File: src/design/jaie_defs.vh
`ifndef JAIE_DEFS_VH
`define JAIE_DEFS_VH

// opcode patterns
`define JAIE_OP_JUMP 8'hef
`define JAIE_OP_JUMP2 4'hf
`define JAIE_OP_INC 6'h0a
`define JAIE_OP_ISZ 6'h0f
`define JAIE_OP_ISNZ 6'h12

// instruction field positions
`define JAIE_F_DEST 9
`define JAIE_F_BANK 8
`define JAIE_JUMP_HI_MSB 11

// addressing
`define JAIE_IDX_LIMIT 8'h5f
`define JAIE_ACC_SPLIT 8'h80
`define JAIE_ACC_HI_BANK 4'hf
`define JAIE_ACC_LO_BANK 4'h0

// program counter step per word
`define JAIE_PC_STEP 21'h000002

// apb register byte offsets
`define JAIE_REG_CTRL 8'h00
`define JAIE_REG_BANK 8'h04
`define JAIE_REG_WORK 8'h08
`define JAIE_REG_STAT 8'h0c
`define JAIE_REG_PC 8'h10

// control fields
`define JAIE_CTRL_RUN 0
`define JAIE_CTRL_EXT 1

// status fields
`define JAIE_ST_C 0
`define JAIE_ST_DIG 1
`define JAIE_ST_Z 2
`define JAIE_ST_OVF 3
`define JAIE_ST_N 4
`define JAIE_ST_FLUSH 5

// reset values
`define JAIE_RST_RUN 1'b0
`define JAIE_RST_EXT 1'b0
`define JAIE_RST_BANK 4'h0
`define JAIE_RST_WORK 8'h00
`define JAIE_RST_FLAGS 5'h00
`define JAIE_RST_PC 21'h000000

`endif

File: src/design/jaie_exec.v
// Function
// RULE1: jump is two words: high byte 1110 1111 plus k7..0, then 1111 plus k19..8.
// RULE2: jump loads 20-bit literal into PC bits 20..1; flags unchanged.
// RULE3: jump takes two cycles; low literal in Q2, high literal and PC in Q4.
// RULE4: increment is one word: six fixed bits, destination bit, bank bit, address.
// RULE5: increment adds one and updates carry, digit carry, negative, overflow, zero.
// RULE6: destination bit 0 writes working register, 1 writes addressed register.
// RULE7: bank bit 0 uses access bank, 1 uses bank select register.
// RULE8: bank bit 0, extended set, address up to 5Fh uses indexed offset.
// RULE9: skip-on-zero stores like increment, no flags, discards next if zero.
// RULE10: skipping a two-word instruction inserts one more no-operation cycle.
// RULE11: increment is one cycle: decode, read, process, write across quarters.
// RULE12: skip-on-nonzero is the same but skips when result is not zero.
//
// Our own choices: the APB register port and the address map.
`timescale 1ns/1ns
`include "jaie_defs.vh"

module jaie_exec #(
  parameter PC_W = 21,
  parameter DADDR_W = 12
) (
  // clock and reset
  input wire clock_i,
  input wire reset_i,
  // apb slave
  input wire psel_i,
  input wire penable_i,
  input wire pwrite_i,
  input wire [7:0] paddr_i,
  input wire [31:0] pwdata_i,
  output reg [31:0] prdata_o,
  output reg pready_o,
  output reg pslverr_o,
  // program memory fetch
  output wire [PC_W-1:0] prog_addr_o,
  output reg prog_rd_o,
  input wire [15:0] prog_data_i,
  // data register file
  output reg [DADDR_W-1:0] data_addr_o,
  output reg data_rd_o,
  output reg data_wr_o,
  output reg [7:0] data_wdata_o,
  input wire [7:0] data_rdata_i,
  input wire [DADDR_W-1:0] index_base_i
);

  localparam [3:0] Q1 = 4'b0001;
  localparam [3:0] Q2 = 4'b0010;
  localparam [3:0] Q3 = 4'b0100;
  localparam [3:0] Q4 = 4'b1000;

  localparam [3:0] OP_NONE = 4'b0000;
  localparam [3:0] OP_JUMP = 4'b0001;
  localparam [3:0] OP_INC = 4'b0010;
  localparam [3:0] OP_ISZ = 4'b0100;
  localparam [3:0] OP_ISNZ = 4'b1000;

  reg [3:0] q;
  reg [PC_W-1:0] pc;
  reg [15:0] fetch_word;
  reg [15:0] ir;
  reg [3:0] op;
  reg dest_f;
  reg [7:0] lit_lo;
  reg [7:0] operand;
  reg [7:0] result;
  reg skip_take;
  reg flush;
  reg flush_skip;
  reg [7:0] wreg;
  reg [4:0] flags;
  reg [3:0] bank_select_reg;
  reg run_en;
  reg ext_en;

  wire [7:0] inc_result;
  wire [4:0] inc_flags;
  wire [5:0] opc;
  wire [7:0] faddr;
  wire bank_bit;
  wire dec_jump;
  wire ir_two_word;
  wire op_any_inc;
  wire apb_acc;
  wire apb_done;
  reg [3:0] next_op;
  reg [DADDR_W-1:0] next_data_addr;
  reg [31:0] next_prdata;
  reg next_pslverr;

  jaie_incr u_incr (
    .operand_i(operand),
    .result_o(inc_result),
    .flags_o(inc_flags)
  );

  assign prog_addr_o = pc;
  assign opc = fetch_word[15:10];
  assign faddr = fetch_word[7:0];
  assign bank_bit = fetch_word[`JAIE_F_BANK];
  assign dec_jump = (fetch_word[15:8] == `JAIE_OP_JUMP); // [RULE1]
  assign ir_two_word = (ir[15:8] == `JAIE_OP_JUMP); // [RULE10]
  assign op_any_inc = |op[3:1];
  assign apb_acc = psel_i & penable_i;
  assign apb_done = apb_acc & pready_o;

  // decode of the word about to execute
  always @* begin
    next_op = OP_NONE;
    if (!flush) begin
      if (dec_jump) begin
        next_op = OP_JUMP; // [RULE1]
      end else if (opc == `JAIE_OP_INC) begin
        next_op = OP_INC; // [RULE4]
      end else if (opc == `JAIE_OP_ISZ) begin
        next_op = OP_ISZ; // [RULE9]
      end else if (opc == `JAIE_OP_ISNZ) begin
        next_op = OP_ISNZ; // [RULE12]
      end
    end
  end

  // operand address: indexed, access bank or selected bank
  always @* begin
    if (bank_bit) begin
      next_data_addr = {bank_select_reg, faddr}; // [RULE7]
    end else if (ext_en && (faddr <= `JAIE_IDX_LIMIT)) begin
      next_data_addr = index_base_i + {4'h0, faddr}; // [RULE8]
    end else if (faddr < `JAIE_ACC_SPLIT) begin
      next_data_addr = {`JAIE_ACC_LO_BANK, faddr}; // [RULE7]
    end else begin
      next_data_addr = {`JAIE_ACC_HI_BANK, faddr}; // [RULE7]
    end
  end

  // apb read mux
  always @* begin
    next_prdata = 32'h00000000;
    next_pslverr = 1'b0;
    if (paddr_i == `JAIE_REG_CTRL) begin
      next_prdata[`JAIE_CTRL_RUN] = run_en;
      next_prdata[`JAIE_CTRL_EXT] = ext_en;
    end else if (paddr_i == `JAIE_REG_BANK) begin
      next_prdata[3:0] = bank_select_reg;
    end else if (paddr_i == `JAIE_REG_WORK) begin
      next_prdata[7:0] = wreg;
    end else if (paddr_i == `JAIE_REG_STAT) begin
      next_prdata[4:0] = flags;
      next_prdata[`JAIE_ST_FLUSH] = flush;
    end else if (paddr_i == `JAIE_REG_PC) begin
      next_prdata[PC_W-1:0] = pc;
    end else begin
      next_pslverr = 1'b1;
    end
  end

  // apb slave: one wait state, answer registered
  always @(posedge clock_i) begin
    if (reset_i) begin
      pready_o <= 1'b0;
      prdata_o <= 32'h00000000;
      pslverr_o <= 1'b0;
    end else begin
      pready_o <= apb_acc & ~pready_o;
      if (apb_acc && !pready_o) begin
        prdata_o <= pwrite_i ? 32'h00000000 : next_prdata;
        pslverr_o <= next_pslverr;
      end else begin
        prdata_o <= 32'h00000000;
        pslverr_o <= 1'b0;
      end
    end
  end

  // software control registers
  always @(posedge clock_i) begin
    if (reset_i) begin
      run_en <= `JAIE_RST_RUN;
      ext_en <= `JAIE_RST_EXT;
      bank_select_reg <= `JAIE_RST_BANK;
    end else if (apb_done && pwrite_i) begin
      if (paddr_i == `JAIE_REG_CTRL) begin
        run_en <= pwdata_i[`JAIE_CTRL_RUN];
        ext_en <= pwdata_i[`JAIE_CTRL_EXT];
      end else if (paddr_i == `JAIE_REG_BANK) begin
        bank_select_reg <= pwdata_i[3:0];
      end
    end
  end

  // quarter sequencer; halts only at an instruction boundary
  always @(posedge clock_i) begin
    if (reset_i) begin
      q <= Q1;
    end else begin
      case (q)
        Q1: begin
          if (run_en) begin
            q <= Q2;
          end
        end
        Q2: begin
          q <= Q3;
        end
        Q3: begin
          q <= Q4;
        end
        Q4: begin
          q <= Q1;
        end
        default: begin
          q <= Q1;
        end
      endcase
    end
  end

  // execute datapath
  always @(posedge clock_i) begin
    if (reset_i) begin
      pc <= `JAIE_RST_PC;
      fetch_word <= 16'h0000;
      ir <= 16'h0000;
      op <= OP_NONE;
      dest_f <= 1'b0;
      lit_lo <= 8'h00;
      operand <= 8'h00;
      result <= 8'h00;
      skip_take <= 1'b0;
      flush <= 1'b1;
      flush_skip <= 1'b0;
      wreg <= `JAIE_RST_WORK;
      flags <= `JAIE_RST_FLAGS;
      prog_rd_o <= 1'b0;
      data_addr_o <= {DADDR_W{1'b0}};
      data_rd_o <= 1'b0;
      data_wr_o <= 1'b0;
      data_wdata_o <= 8'h00;
    end else begin
      if (apb_done && pwrite_i && (paddr_i == `JAIE_REG_WORK)) begin
        wreg <= pwdata_i[7:0];
      end
      case (q)
        Q1: begin
          if (run_en) begin
            // decode; a flushed word runs as no operation
            ir <= fetch_word;
            op <= next_op;
            skip_take <= 1'b0;
            dest_f <= fetch_word[`JAIE_F_DEST];
            data_addr_o <= next_data_addr;
            data_rd_o <= |next_op[3:1]; // [RULE11]
          end
        end
        Q2: begin
          data_rd_o <= 1'b0;
          if (op_any_inc) begin
            operand <= data_rdata_i; // [RULE11]
          end
          if (op == OP_JUMP) begin
            lit_lo <= ir[7:0]; // [RULE3]
          end
        end
        Q3: begin
          result <= inc_result;
          if (op == OP_INC) begin
            flags <= inc_flags; // [RULE5]
          end
          skip_take <= ((op == OP_ISZ) && inc_flags[`JAIE_ST_Z]) || // [RULE9]
                       ((op == OP_ISNZ) && !inc_flags[`JAIE_ST_Z]); // [RULE12]
          if (op_any_inc && dest_f) begin
            data_wr_o <= 1'b1; // [RULE6]
            data_wdata_o <= inc_result;
          end
          prog_rd_o <= 1'b1;
        end
        Q4: begin
          data_wr_o <= 1'b0;
          prog_rd_o <= 1'b0;
          if (op_any_inc && !dest_f) begin
            wreg <= result; // [RULE6]
          end
          fetch_word <= prog_data_i;
          if (op == OP_JUMP) begin
            // second word holds target bits 19..8
            pc <= {prog_data_i[`JAIE_JUMP_HI_MSB:0], lit_lo, 1'b0}; // [RULE2] [RULE3]
          end else begin
            pc <= pc + `JAIE_PC_STEP;
          end
          // after a jump, a taken skip or a skipped two-word instruction, the next cycle executes no operation
          flush <= (op == OP_JUMP) || skip_take || (flush_skip && ir_two_word); // [RULE3] [RULE10]
          flush_skip <= skip_take; // [RULE9]
        end
        default: begin
          data_rd_o <= 1'b0;
        end
      endcase
    end
  end

endmodule

File: src/design/jaie_incr.v
`timescale 1ns/1ns
`include "jaie_defs.vh"

module jaie_incr (
  // operand
  input wire [7:0] operand_i,
  // result and flags
  output wire [7:0] result_o,
  output wire [4:0] flags_o
);

  wire [8:0] sum;

  assign sum = {1'b0, operand_i} + 9'h001;
  assign result_o = sum[7:0];
  assign flags_o[`JAIE_ST_C] = sum[8];
  assign flags_o[`JAIE_ST_DIG] = (operand_i[3:0] == 4'hf);
  assign flags_o[`JAIE_ST_Z] = (sum[7:0] == 8'h00);
  // signed overflow only from +127 to -128
  assign flags_o[`JAIE_ST_OVF] = (operand_i == 8'h7f);
  assign flags_o[`JAIE_ST_N] = sum[7];

endmodule

File: config.mk
export PLATFORM = sky130hd
export DESIGN_NAME = jaie_exec
export DESIGN_NICKNAME = d
export VERILOG_FILES = /design/src/design/jaie_exec.v /design/src/design/jaie_incr.v
export VERILOG_INCLUDE_DIRS = /design/src /design/src/design
export SDC_FILE = /design/constraint.sdc
export NUM_CORES = 1
export LEC_CHECK = 0
export BUFFER_PORTS_ARGS = -buffer_cell sky130_fd_sc_hd__buf_2
export CORE_ASPECT_RATIO = 0.6
export CORE_MARGIN = 3
export CORE_UTILIZATION = 40
export DETAILED_ROUTE_END_ITERATION = 8
export PLACE_DENSITY_LB_ADDON = 0.3
export SETUP_SLACK_MARGIN = 0.4
export SYNTH_ARGS = -nofsm -noshare
export SYNTH_HDL_FRONTEND = slang
export SYNTH_SLANG_ARGS = --single-unit
File: constraint.sdc
create_clock -name clock_i -period 3.1 [get_ports clock_i]
set_input_delay 0.31 -clock clock_i [delete_from_list [all_inputs] [get_ports clock_i]]
set_output_delay 0.31 -clock clock_i [all_outputs]
set_load 0.02 [all_outputs]
* Word level (Yosys, flattened, before mapping)
Index checks and enable logic that the tools add are counted.
Cells by class: $add $sub $neg 3, $mul 0, divide/modulo/power cells 0, magnitude comparators 2, eq/ne operators 21, shift operators 0, mux-type cells 32, bitwise logic cells 7, reduce and logical (&&, ||, !) cells 38
Operators with widths (number):
- two-way mux 21 bit | 6
- two-way mux 12 bit | 3
- two-way mux 8 bit | 4
- two-way mux 4 bit | 7
- adder 21 x 2 -> 21 bit, second input constant | 1
- AND reduction 2 bit | 9
- == test 8 x 4 -> 1 bit, second input constant | 2
- == test 8 bit, second input constant | 2
- zero test 8 bit | 2
- two-way mux 15 bit | 1
- adder 12 x 8 -> 12 bit | 1
- == test 4 bit, second input constant | 3
- == test 6 x 4 -> 1 bit, second input constant | 2
- case mux 4 bit (3 select lines) | 1
- adder 8 x 1 -> 9 bit, second input constant | 1
- logical AND 1 bit | 9
- OR reduction 3 bit | 3
- == test 4 x 1 -> 1 bit, second input constant | 2
- == test 4 x 2 -> 1 bit, second input constant | 2
- == test 4 x 3 -> 1 bit, second input constant | 2
- == test 8 x 3 -> 1 bit, second input constant | 1
- == test 8 x 5 -> 1 bit, second input constant | 1
- == test 8 x 7 -> 1 bit, second input constant | 1
- less-or-equal comparator 8 x 7 -> 1 bit, second input constant | 1
- 18 further kinds | 36
Word-level totals: register bits after elaboration 165, latch bits 0, bits in writable memories 0, bits in read-only memories 0, input bits 81, output and inout bits 78, logic and storage cells 132, memories 0

* Depth between registers and ports, before layout
Gate-level depths: netlist of run 1.
depth in word-level cells 10, mapped depth 9, depth with buffers taken out 9

* By module
Synthesis of run 1 repeated with hierarchy kept, for this count alone.
Second synthesis, totals: cells, all modules 850, area, all modules 7076.8 um2
By module, submodules not included:
- jaie_exec | times used 1, cells each 827, area each 6892.9 um2
- jaie_incr | times used 1, cells each 23, area each 183.9 um2

* Worst setup path after synthesis of run 1
OpenSTA, ideal clock, no wires.
path kind reg2reg, start reg fetch_word[6], end reg data_addr_o[11], library setup time 0.101 ns, arrival 1.856 ns, path slack 1.143 ns, stages on the path, launching flop included 8, clock period less this slack 1.957 ns, path through dfxtp_1 ha_1 a21o_1 a221o_1 o2111ai_1 xnor2_1 a21oi_1 o41ai_1
On the way: cells in the longest elaborated chain, start to end 4
Ends and longest elaborated chain:
- from (decl) | line jaie_exec.v:61 | reg [15:0] fetch_word;
- from (signal assigned) | line jaie_exec.v:284 | fetch_word <= prog_data_i;
- less-than comparator 8 bit (no line) or less-or-equal comparator 8 x 7 -> 1 bit (tied branches)
- two-way mux 12 bit or logical AND 1 bit (tied branches) | line jaie_exec.v:130, jaie_exec.v:128
- two-way mux 12 bit (*) | line jaie_exec.v:128 | end else if (ext_en && (faddr <= `JAIE_IDX_LIMIT)) begin
- two-way mux 12 bit (*) | line jaie_exec.v:126 | if (bank_bit) begin
- to (signal assigned) | line jaie_exec.v:236 | data_addr_o <= {DADDR_W{1'b0}};
- to (signal assigned) | line jaie_exec.v:252 | data_addr_o <= next_data_addr;
- to (decl) | line jaie_exec.v:40 | output reg [DADDR_W-1:0] data_addr_o,
Every way passes the cells marked *; elsewhere a longest branch is shown, timed or not. A chain may end at the register's enable or synchronous reset.

* Worst setup path in the final report of run 1
start reg fetch_word[1], end reg data_addr_o[7]
On the way: cells in the longest elaborated chain, start to end 4
Ends and longest elaborated chain (line):
- branches (longest 2 deep; another with adder 12 x 8 -> 12 bit)
- two-way mux 12 bit (*) | jaie_exec.v:128
- two-way mux 12 bit (*) | jaie_exec.v:126
Every way passes the cells marked *.

==> flow_metrics.env, run 1 <==
export IMPL_status="finished clean"
export IMPL_place_inst=1153
export IMPL_fin_cells=1185
export IMPL_cts_buffers=17
export IMPL_cts_root_buf="clkbuf_16"
export IMPL_drive_above_1_share_pct=19.3
export IMPL_initial_utilization_pct=42.0
export IMPL_dr_first_iter_drc_count=620
export IMPL_finalHoldViolCount=0
export IMPL_cp_end_kind="register"
export IMPL_slew_headroom_pct=50.2
export IMPL_cts_clk_slew_worst_paths_ns=0.07
export IMPL_cp_required_ns=3.38
export IMPL_insertion_delay_ns=0.41
export IMPL_fin_util_pct=49.9
export IMPL_synth_top_area_share_pct=43.4
export IMPL_period_share_pct=74.7
export IMPL_critical_path_class="register to register"
export IMPL_synth_distinct_cells=65
export IMPL_grt_pass1_wl_mm=30.5
export IMPL_post_cts_buffers=0
export IMPL_synth_largest_area_cell="dfxtp_1"
export IMPL_clockPowerShare_pct=50.1
export IMPL_pwr_share_seq_pct=46.7
export IMPL_ioPinCount=159
export IMPL_max_vdd_ir_drop_mv=0.374
export IMPL_antenna_left=0
export IMPL_core_rowCount=36
export IMPL_synth_top_cells_by_area="dfxtp_1, nand2_1, a21oi_1"
export IMPL_p_total_mw=4.19
export IMPL_synth_area_um2=7000
export IMPL_powerDensity_nw_per_um2=505
export IMPL_numPortBuffers=122
export IMPL_async_reset_ff_share_pct=0
export IMPL_gp_congestion=0.897
export IMPL_leakage_nw=3.28
export IMPL_switchingPower_uw=982
export IMPL_slew_violations=0
export IMPL_yosysMostFrequentCell="dfxtp_1"
export IMPL_synth_edff_count=0
export IMPL_hold_buffers=0
export IMPL_cts_resized=0
export IMPL_clock_skew_ns=0.0113
export IMPL_p_comb_share_pct=3.3
export IMPL_routedWlPerCell_um=16.5
export IMPL_clockBufferDepth=2
export IMPL_ys_warn_count=0
export IMPL_rrSetupSlack_ns=0.78
export IMPL_clock_sinks=152
export IMPL_fp_dieH_um=109
export IMPL_regMostFlops="prdata_o"
export IMPL_routed_wl_mm=19.5
export IMPL_cts_htree_levels=4
export IMPL_hold_class="input port to register"
export IMPL_cts_tree="yes"
export IMPL_drtPass1Iterations=5
export IMPL_final_nets=1037
export IMPL_swShare_pct=23.4
export IMPL_path_max_fanout=5
export IMPL_overflow=0
export IMPL_dp_slack_ns=0.842
export IMPL_synth_seq_cells=152
export IMPL_grtUsageTotal_pct=20.3
export IMPL_hp_start="data_rdata_i[4]"
export IMPL_drc=0
export IMPL_max_freq_mhz=432
export IMPL_reg2regPathDepth=7
export IMPL_drv_cap=0
export IMPL_setup_viol=0
export IMPL_rsz0062_at_grt="false"
export IMPL_timing_rr_start="fetch_word[1]"
export IMPL_die_w_um=177
export IMPL_area_growth_syn_to_layout_pct=18.7
export IMPL_core_area_um2=16700
export IMPL_viasPerCell=5.38
export IMPL_vias=6377
export IMPL_postSynthAreaPerCell_um2=8.25
export IMPL_crit_path_start_kind="register"
export IMPL_dieArea_um2=19200
export IMPL_critPathArrivalTime_ns=2.59
export IMPL_grt_max_degree=133
export IMPL_worstMarginPinSlew_ns=0.745
export IMPL_antenna_found_initial=0
export IMPL_grt_pass1_vias=5597
export IMPL_synth_commonest_cells="dfxtp_1, nand2_1, nor2_1"
export IMPL_post_dp_hpwl_mm=13.8
export IMPL_netlist_instances=849
export IMPL_antenna_cells=0
export IMPL_layout_min_cycle_time_ns=2.32
export IMPL_min_to="operand[4]"
export IMPL_synth_flop_cell="dfxtp_1"
export IMPL_worstHoldPathCells=3
export IMPL_yosysSeqAreaShare_pct=43.4
export IMPL_largest_register_ffs=21
export IMPL_p_int_mw=3.21
export IMPL_finalSetupTns_ns=0
export IMPL_setup_ws_ns=0.785
export IMPL_timing_rr_end="data_addr_o[7]"
==> metal layers <==
layer  global-route usage [%]  up-vias  wire length (µm)
li1                         -     3160                 -
met1                     33.4     2954             10300
met2                     25.9      255              7300
met3                     4.28        8              1840
met4                     4.76        0                85
met5                        0        -                 0
==> worst max-delay path: stages (launching register included) <==
cell and delay [ns]:
dfxtp_1 0.48, ha_1 0.30, a211oi_1 0.39, o21bai_1 0.15, o32ai_1 0.32, xnor2_1 0.10, a211oi_1 0.37, nor3_1 0.08
==> cell usage in the layout, fill, tap and decap left out, types with 10 or more instances in the layout <==
cell	count
nand2_1	130
nor2b_1	10
and3_1	10
a211oi_1	26
nor3_1	23
mux2i_1	31
nand3_1	31
buf_2	121
and2_1	15
ha_1	11
conb_1	12
clkbuf_16	17
nor2_1	101
xnor2_1	11
dfxtp_1	152
o21ai_0	28
a21oi_1	83
==> cell families after synthesis <==
logic type / Yosys count / synth area share [%]
multiplexers: 35 / 5.07
other: 1 / 0.0535
flip-flops: 152 / 43.4
XOR/XNOR: 13 / 1.63
adder cells (fa/ha/maj): 12 / 2.25
buffers and inverters: 74 / 4.93
AO/OA/AOI/OAI: 194 / 17.6
AND/OR/NAND/NOR: 368 / 25.0
==> through the flow <==
stage / instance area, µm² / hold slack (ns)
floorplan: 7050 / 0.428
global placement: 7720 / 0.438
detailed placement: 7720 / 0.444
CTS: 8310 / 0.112
global route: 8310 / 0.125
finish: 8310 / 0.123
==> final cells by class <==
type | count | area (µm²)
Fill cell | 1653 | 8350
Multi-Input combinational cell | 634 | 3670
Sequential cell | 152 | 3040
Inverter | 9 | 33.8
Clock buffer | 18 | 429
Timing Repair Buffer | 130 | 686
Tap cell | 228 | 285
Clock inverter | 14 | 164
==> worst max path at each step <==
stage                               start              end  slack, ns
after floorplan             fetch_word[6]  data_addr_o[11]       1.14
after global placement    index_base_i[0]   data_addr_o[6]       0.86
after detailed placement    fetch_word[1]   data_addr_o[7]       0.84
after CTS                   fetch_word[1]   data_addr_o[7]       0.82
after global routing        fetch_word[1]   data_addr_o[7]       0.52
final                       fetch_word[1]   data_addr_o[7]       0.78
==> power by group through the flow <==
stage / combinational (mW) / clock (mW) / sequential [mW]
after floorplan: 0.0786 / 0 / 2.00
after global placement: 0.136 / 0 / 2.00
after detailed placement: 0.135 / 0 / 2.00
after CTS: 0.135 / 2.13 / 1.96
after global routing: 0.148 / 2.20 / 1.96
final: 0.137 / 2.10 / 1.96
Note: power is estimated with default switching activity, not from simulation.
==> inputs of run 2 (changes only) <==
- clock period: 3.1 -> 2.4 ns (I/O delays scaled with it)
==> flow_metrics.env, run 2 (synthesis gave the netlist of run 1 again) <==
export IMPL_drtPass1Iterations=6
export IMPL_die_w_um=177
export IMPL_period_share_pct=82.7
export IMPL_finalSetupTns_ns=0
export IMPL_grtUsageTotal_pct=21.5
export IMPL_max_freq_mhz=504
export IMPL_max_vdd_ir_drop_mv=0.447
export IMPL_finalHoldViolCount=0
export IMPL_layout_common_cells="dfxtp_1, nand2_1, buf_2, nor2_1, a21oi_1"
export IMPL_critical_path_class="register to register"
export IMPL_slew_headroom_pct=59.6
export IMPL_core_rowCount=36
export IMPL_crit_path_start_kind="register"
export IMPL_final_common_cell="dfxtp_1"
export IMPL_clock_skew_ns=0.0137
export IMPL_critPathArrivalTime_ns=2.28
export IMPL_rsz0062_at_grt="true"
export IMPL_layout_min_cycle_time_ns=1.98
export IMPL_setup_viol=0
export IMPL_dpl_instance_area_um2=7890
export IMPL_fin_cells=1206
export IMPL_core_area_um2=16700
export IMPL_initial_utilization_pct=42.0
export IMPL_post_dp_hpwl_mm=14.5
export IMPL_antenna_found_initial=0
export IMPL_path_max_fanout=4
export IMPL_dp_slack_ns=0.220
export IMPL_gp_congestion=0.904
export IMPL_viasPerCell=5.48
export IMPL_vias=6608
export IMPL_cts_root_buf="clkbuf_16"
export IMPL_drc=0
export IMPL_num_fill_cells=1618
export IMPL_worstMarginPinSlew_ns=0.601
export IMPL_powerDensity_nw_per_um2=605
export IMPL_startpoint="fetch_word[0]"
export IMPL_leakage_nw=3.42
export IMPL_hold_class="input port to register"
export IMPL_timing_rr_start="fetch_word[0]"
export IMPL_overflow=0
export IMPL_fp_dieH_um=109
export IMPL_drv_cap=0
export IMPL_cp_end_kind="register"
export IMPL_insertion_delay_ns=0.43
export IMPL_hp_start="data_rdata_i[1]"
export IMPL_p_total_mw=5.26
export IMPL_finalInstanceArea_um2=8680
export IMPL_rrSetupSlack_ns=0.42
export IMPL_setup_ws_ns=0.416
export IMPL_cts_buffers=17
export IMPL_cts_tree="yes"
export IMPL_final_nets=1058
export IMPL_dr_first_iter_drc_count=713
export IMPL_clockBufferDepth=2
export IMPL_dieArea_um2=19200
export IMPL_clock_sinks=152
export IMPL_routedWlPerCell_um=17.2
export IMPL_routed_wl_mm=20.8
export IMPL_ioPinCount=159
export IMPL_slew_violations=0
export IMPL_cts_clk_slew_worst_paths_ns=0.07
export IMPL_drive_above_1_share_pct=25.2
export IMPL_numPortBuffers=122
export IMPL_grt_max_degree=93
export IMPL_status="finished clean"
export IMPL_largest_register_ffs=21
export IMPL_area_growth_syn_to_layout_pct=23.9
export IMPL_regMostFlops="prdata_o"
export IMPL_hold_buffers=0
export IMPL_grt_pass1_wl_mm=32.2
export IMPL_cp_required_ns=2.70
export IMPL_antenna_left=0
export IMPL_antenna_cells=0
export IMPL_place_inst=1170
export IMPL_cts_htree_levels=4
export IMPL_grt_pass1_vias=5790
-- run 2: what timing repair did --
action                                  CTS  global route
buffers inserted                          1             3
gates resized for setup                  15            36
endpoints found under the setup margin   14            22
pin swaps                                 3             9
-- run 2: worst paths after layout --
| check | endpoint | depth (start not counted) |
|---|---|---|
| hold reg to reg | flush_skip | 2 |
| setup reg to reg | data_addr_o[6] | 9 |
| hold / removal | operand[1] | 3 |
| setup / recovery | data_addr_o[6] | 9 |
-- run 2: stage by stage --
| step | utilization (%) | hold slack [ns] |
|---|---|---|
| finish | 52.1 | 0.0434 |
| global route | 52.1 | 0.0446 |
| CTS | 51.1 | 0.0335 |
| detailed placement | 47.3 | 0.444 |
| global placement | 47.3 | 0.439 |
| floorplan | - | 0.376 |
-- run 2: report_power, final --
part	leakage, nW	switching (mW)	internal, mW
registers	1.23	0.00277	2.52
logic	1.93	0.122	0.0662
clock network	0.265	1.17	1.37
-- run 2: worst max-delay path, cell delays in order, from the launching register on --
cell and delay [ns]:
dfxtp_4 0.36, ha_4 0.17, inv_1 0.07, fa_2 0.20, nor2b_2 0.05, o31a_1 0.30
o21ai_2 0.24, nor2b_4 0.19, mux2i_1 0.19, a21oi_1 0.08
-- run 2: per-layer routing --
| layer | vias up | routed length [µm] | track usage [%] |
|---|---|---|---|
| li1 | 3205 | - | - |
| met1 | 3111 | 10800 | 35.2 |
| met2 | 279 | 7970 | 27.4 |
| met3 | 13 | 1870 | 4.77 |
| met4 | 0 | 131 | 5.21 |
| met5 | - | 0 | 0 |
-- run 2: final cells by class --
type	count	area (µm²)	share of cell area, %
flip-flops and latches	152	3060	35.3
repair buffers	151	881	10.1
clock buffers	18	439	5.06
inverters	9	33.8	0.389
multi-input cells	634	3860	44.5
well taps	228	285	3.29
clock inverters	14	115	1.33
==> inputs of run 3 (changes only) <==
- clock period: 2.4 -> 1.8 ns (I/O delays scaled with it)
==> flow_metrics.env, run 3 (synthesis gave the netlist of run 1 again) <==
export IMPL_critPathArrivalTime_ns=2.20
export IMPL_cts_buffers=17
export IMPL_place_inst=1202
export IMPL_ioPinCount=159
export IMPL_leakage_nw=4.90
export IMPL_largest_register_ffs=21
export IMPL_cp_required_ns=2.08
export IMPL_antenna_found_initial=0
export IMPL_routedWlPerCell_um=23.6
export IMPL_grt_pass1_wl_mm=43.2
export IMPL_max_vdd_ir_drop_mv=0.503
export IMPL_fin_util_pct=71.2
export IMPL_dieArea_um2=19200
export IMPL_final_common_cell="buf_2"
export IMPL_wl_met2_mm=13.2
export IMPL_routed_wl_mm=31.8
export IMPL_cts_tree="yes"
export IMPL_setup_ws_ns=-0.113
export IMPL_area_growth_syn_to_layout_pct=69.5
export IMPL_timing_rr_end="data_addr_o[6]"
export IMPL_fin_cells=1349
export IMPL_core_rowCount=36
export IMPL_die_w_um=177
export IMPL_dpl_instance_area_um2=8540
export IMPL_layout_common_cells="buf_2, dfxtp_1, nand2_1, buf_4, nor2_1"
export IMPL_drtPass1Iterations=6
export IMPL_p_total_mw=7.58
export IMPL_grt_pass1_vias=7424
export IMPL_viasPerCell=6.01
export IMPL_max_freq_mhz=523
export IMPL_vias=8107
export IMPL_critical_path_class="register to register"
export IMPL_clock_sinks=152
export IMPL_setup_viol=13
export IMPL_overflow=0
export IMPL_worstMarginPinSlew_ns=0.721
export IMPL_worstHoldPathCells=3
export IMPL_core_area_um2=16700
export IMPL_layout_min_cycle_time_ns=1.91
export IMPL_period_share_pct=106
export IMPL_grtUsageTotal_pct=29.1
export IMPL_drv_cap=0
export IMPL_fp_dieH_um=109
export IMPL_slew_headroom_pct=51.9
export IMPL_cts_root_buf="clkbuf_16"
export IMPL_cts_htree_levels=4
export IMPL_initial_utilization_pct=42.0
export IMPL_slew_violations=0
export IMPL_rrSetupSlack_ns=-0.11
export IMPL_grt_max_degree=132
export IMPL_hold_slack_ns=-0.00435
export IMPL_crit_path_start_kind="register"
export IMPL_top_layer_used="met4"
export IMPL_dr_first_iter_drc_count=1069
export IMPL_hold_class="input port to register"
export IMPL_drive_above_1_share_pct=53.3
export IMPL_antenna_cells=0
export IMPL_cp_end_kind="register"
export IMPL_cts_clk_slew_worst_paths_ns=0.07
export IMPL_numPortBuffers=122
export IMPL_wl_met3_mm=3.72
export IMPL_finalInstanceArea_um2=11900
export IMPL_status="finished, violations left"
export IMPL_reg2regPathDepth=9
export IMPL_final_nets=1201
export IMPL_powerDensity_nw_per_um2=638
export IMPL_hp_start="prog_data_i[13]"
export IMPL_antenna_left=0
export IMPL_clock_skew_ns=0.0106
export IMPL_gp_congestion=0.861
export IMPL_path_max_fanout=3
export IMPL_violations="hold timing, setup timing"
export IMPL_timing_rr_start="fetch_word[0]"
export IMPL_met1_length_mm=13.5
export IMPL_dp_slack_ns=-0.110
export IMPL_drc=0
export IMPL_finalHoldViolCount=3
export IMPL_regMostFlops="prdata_o"
export IMPL_post_dp_hpwl_mm=14.6
export IMPL_clockBufferDepth=2
export IMPL_rsz0062_at_grt="true"
export IMPL_finalSetupTns_ns=-0.678
export IMPL_insertion_delay_ns=0.43
export IMPL_min_to="fetch_word[13]"
[run 3: changes by cell type in the layout (fill, tap and decap cells not counted), sizes merged, moves of 2 or more]
| cell | previous run | this run |
|---|---|---|
| buf | 151 | 284 |
| inv | 15 | 18 |
| clkinvlp | 3 | 0 |
| clkinv | 5 | 2 |
| bufinv | 0 | 2 |
| dlygate4sd3 | 0 | 6 |
| clkbuf | 18 | 21 |
[run 3: area by class of cell]
class	count	area, µm²
multi-input combinational	635	5000
fill	1082	4790
sequential	152	3150
timing repair buffer	293	2770
clock buffer	19	464
tap	228	285
clock inverter	13	171
inverter	9	36.3
[run 3: worst max-delay path by stage]
stage,from,to
after floorplan,fetch_word[0],data_addr_o[8]
after global placement,fetch_word[0],data_addr_o[8]
after detailed placement,fetch_word[0],data_addr_o[8]
after CTS,fetch_word[6],data_addr_o[11]
after global routing,fetch_word[0],data_addr_o[8]
final,fetch_word[0],data_addr_o[6]
[run 3: report_power, final]
| group | leakage, nW | switching, mW | internal, mW |
|---|---|---|---|
| combinational | 3.33 | 0.188 | 0.109 |
| clock | 0.315 | 1.71 | 2.24 |
| sequential | 1.25 | 0.00494 | 3.33 |
[run 3: timing repair]
action	in CTS	in global routing
gates resized for setup	221	129
pin swaps	80	53
gates cloned	21	2
hold endpoints to repair	6	0
hold buffers	6	0
buffers inserted	61	25
endpoints found under the setup margin	137	132
[run 3: worst max-delay path: stages, from the launching register on]
cell	delay, ns
dfxtp_2	0.34
ha_4	0.16
inv_2	0.05
fa_2	0.22
nor2b_4	0.05
o31a_1	0.27
o21ai_2	0.21
nor2b_4	0.19
mux2i_1	0.20
a21oi_1	0.08
[run 3: per-layer routing]
metal	track usage, %	up-vias
met1	42.0	3832
li1	-	3510
met2	42.8	624
met4	8.29	0
met3	7.54	141
met5	0	-
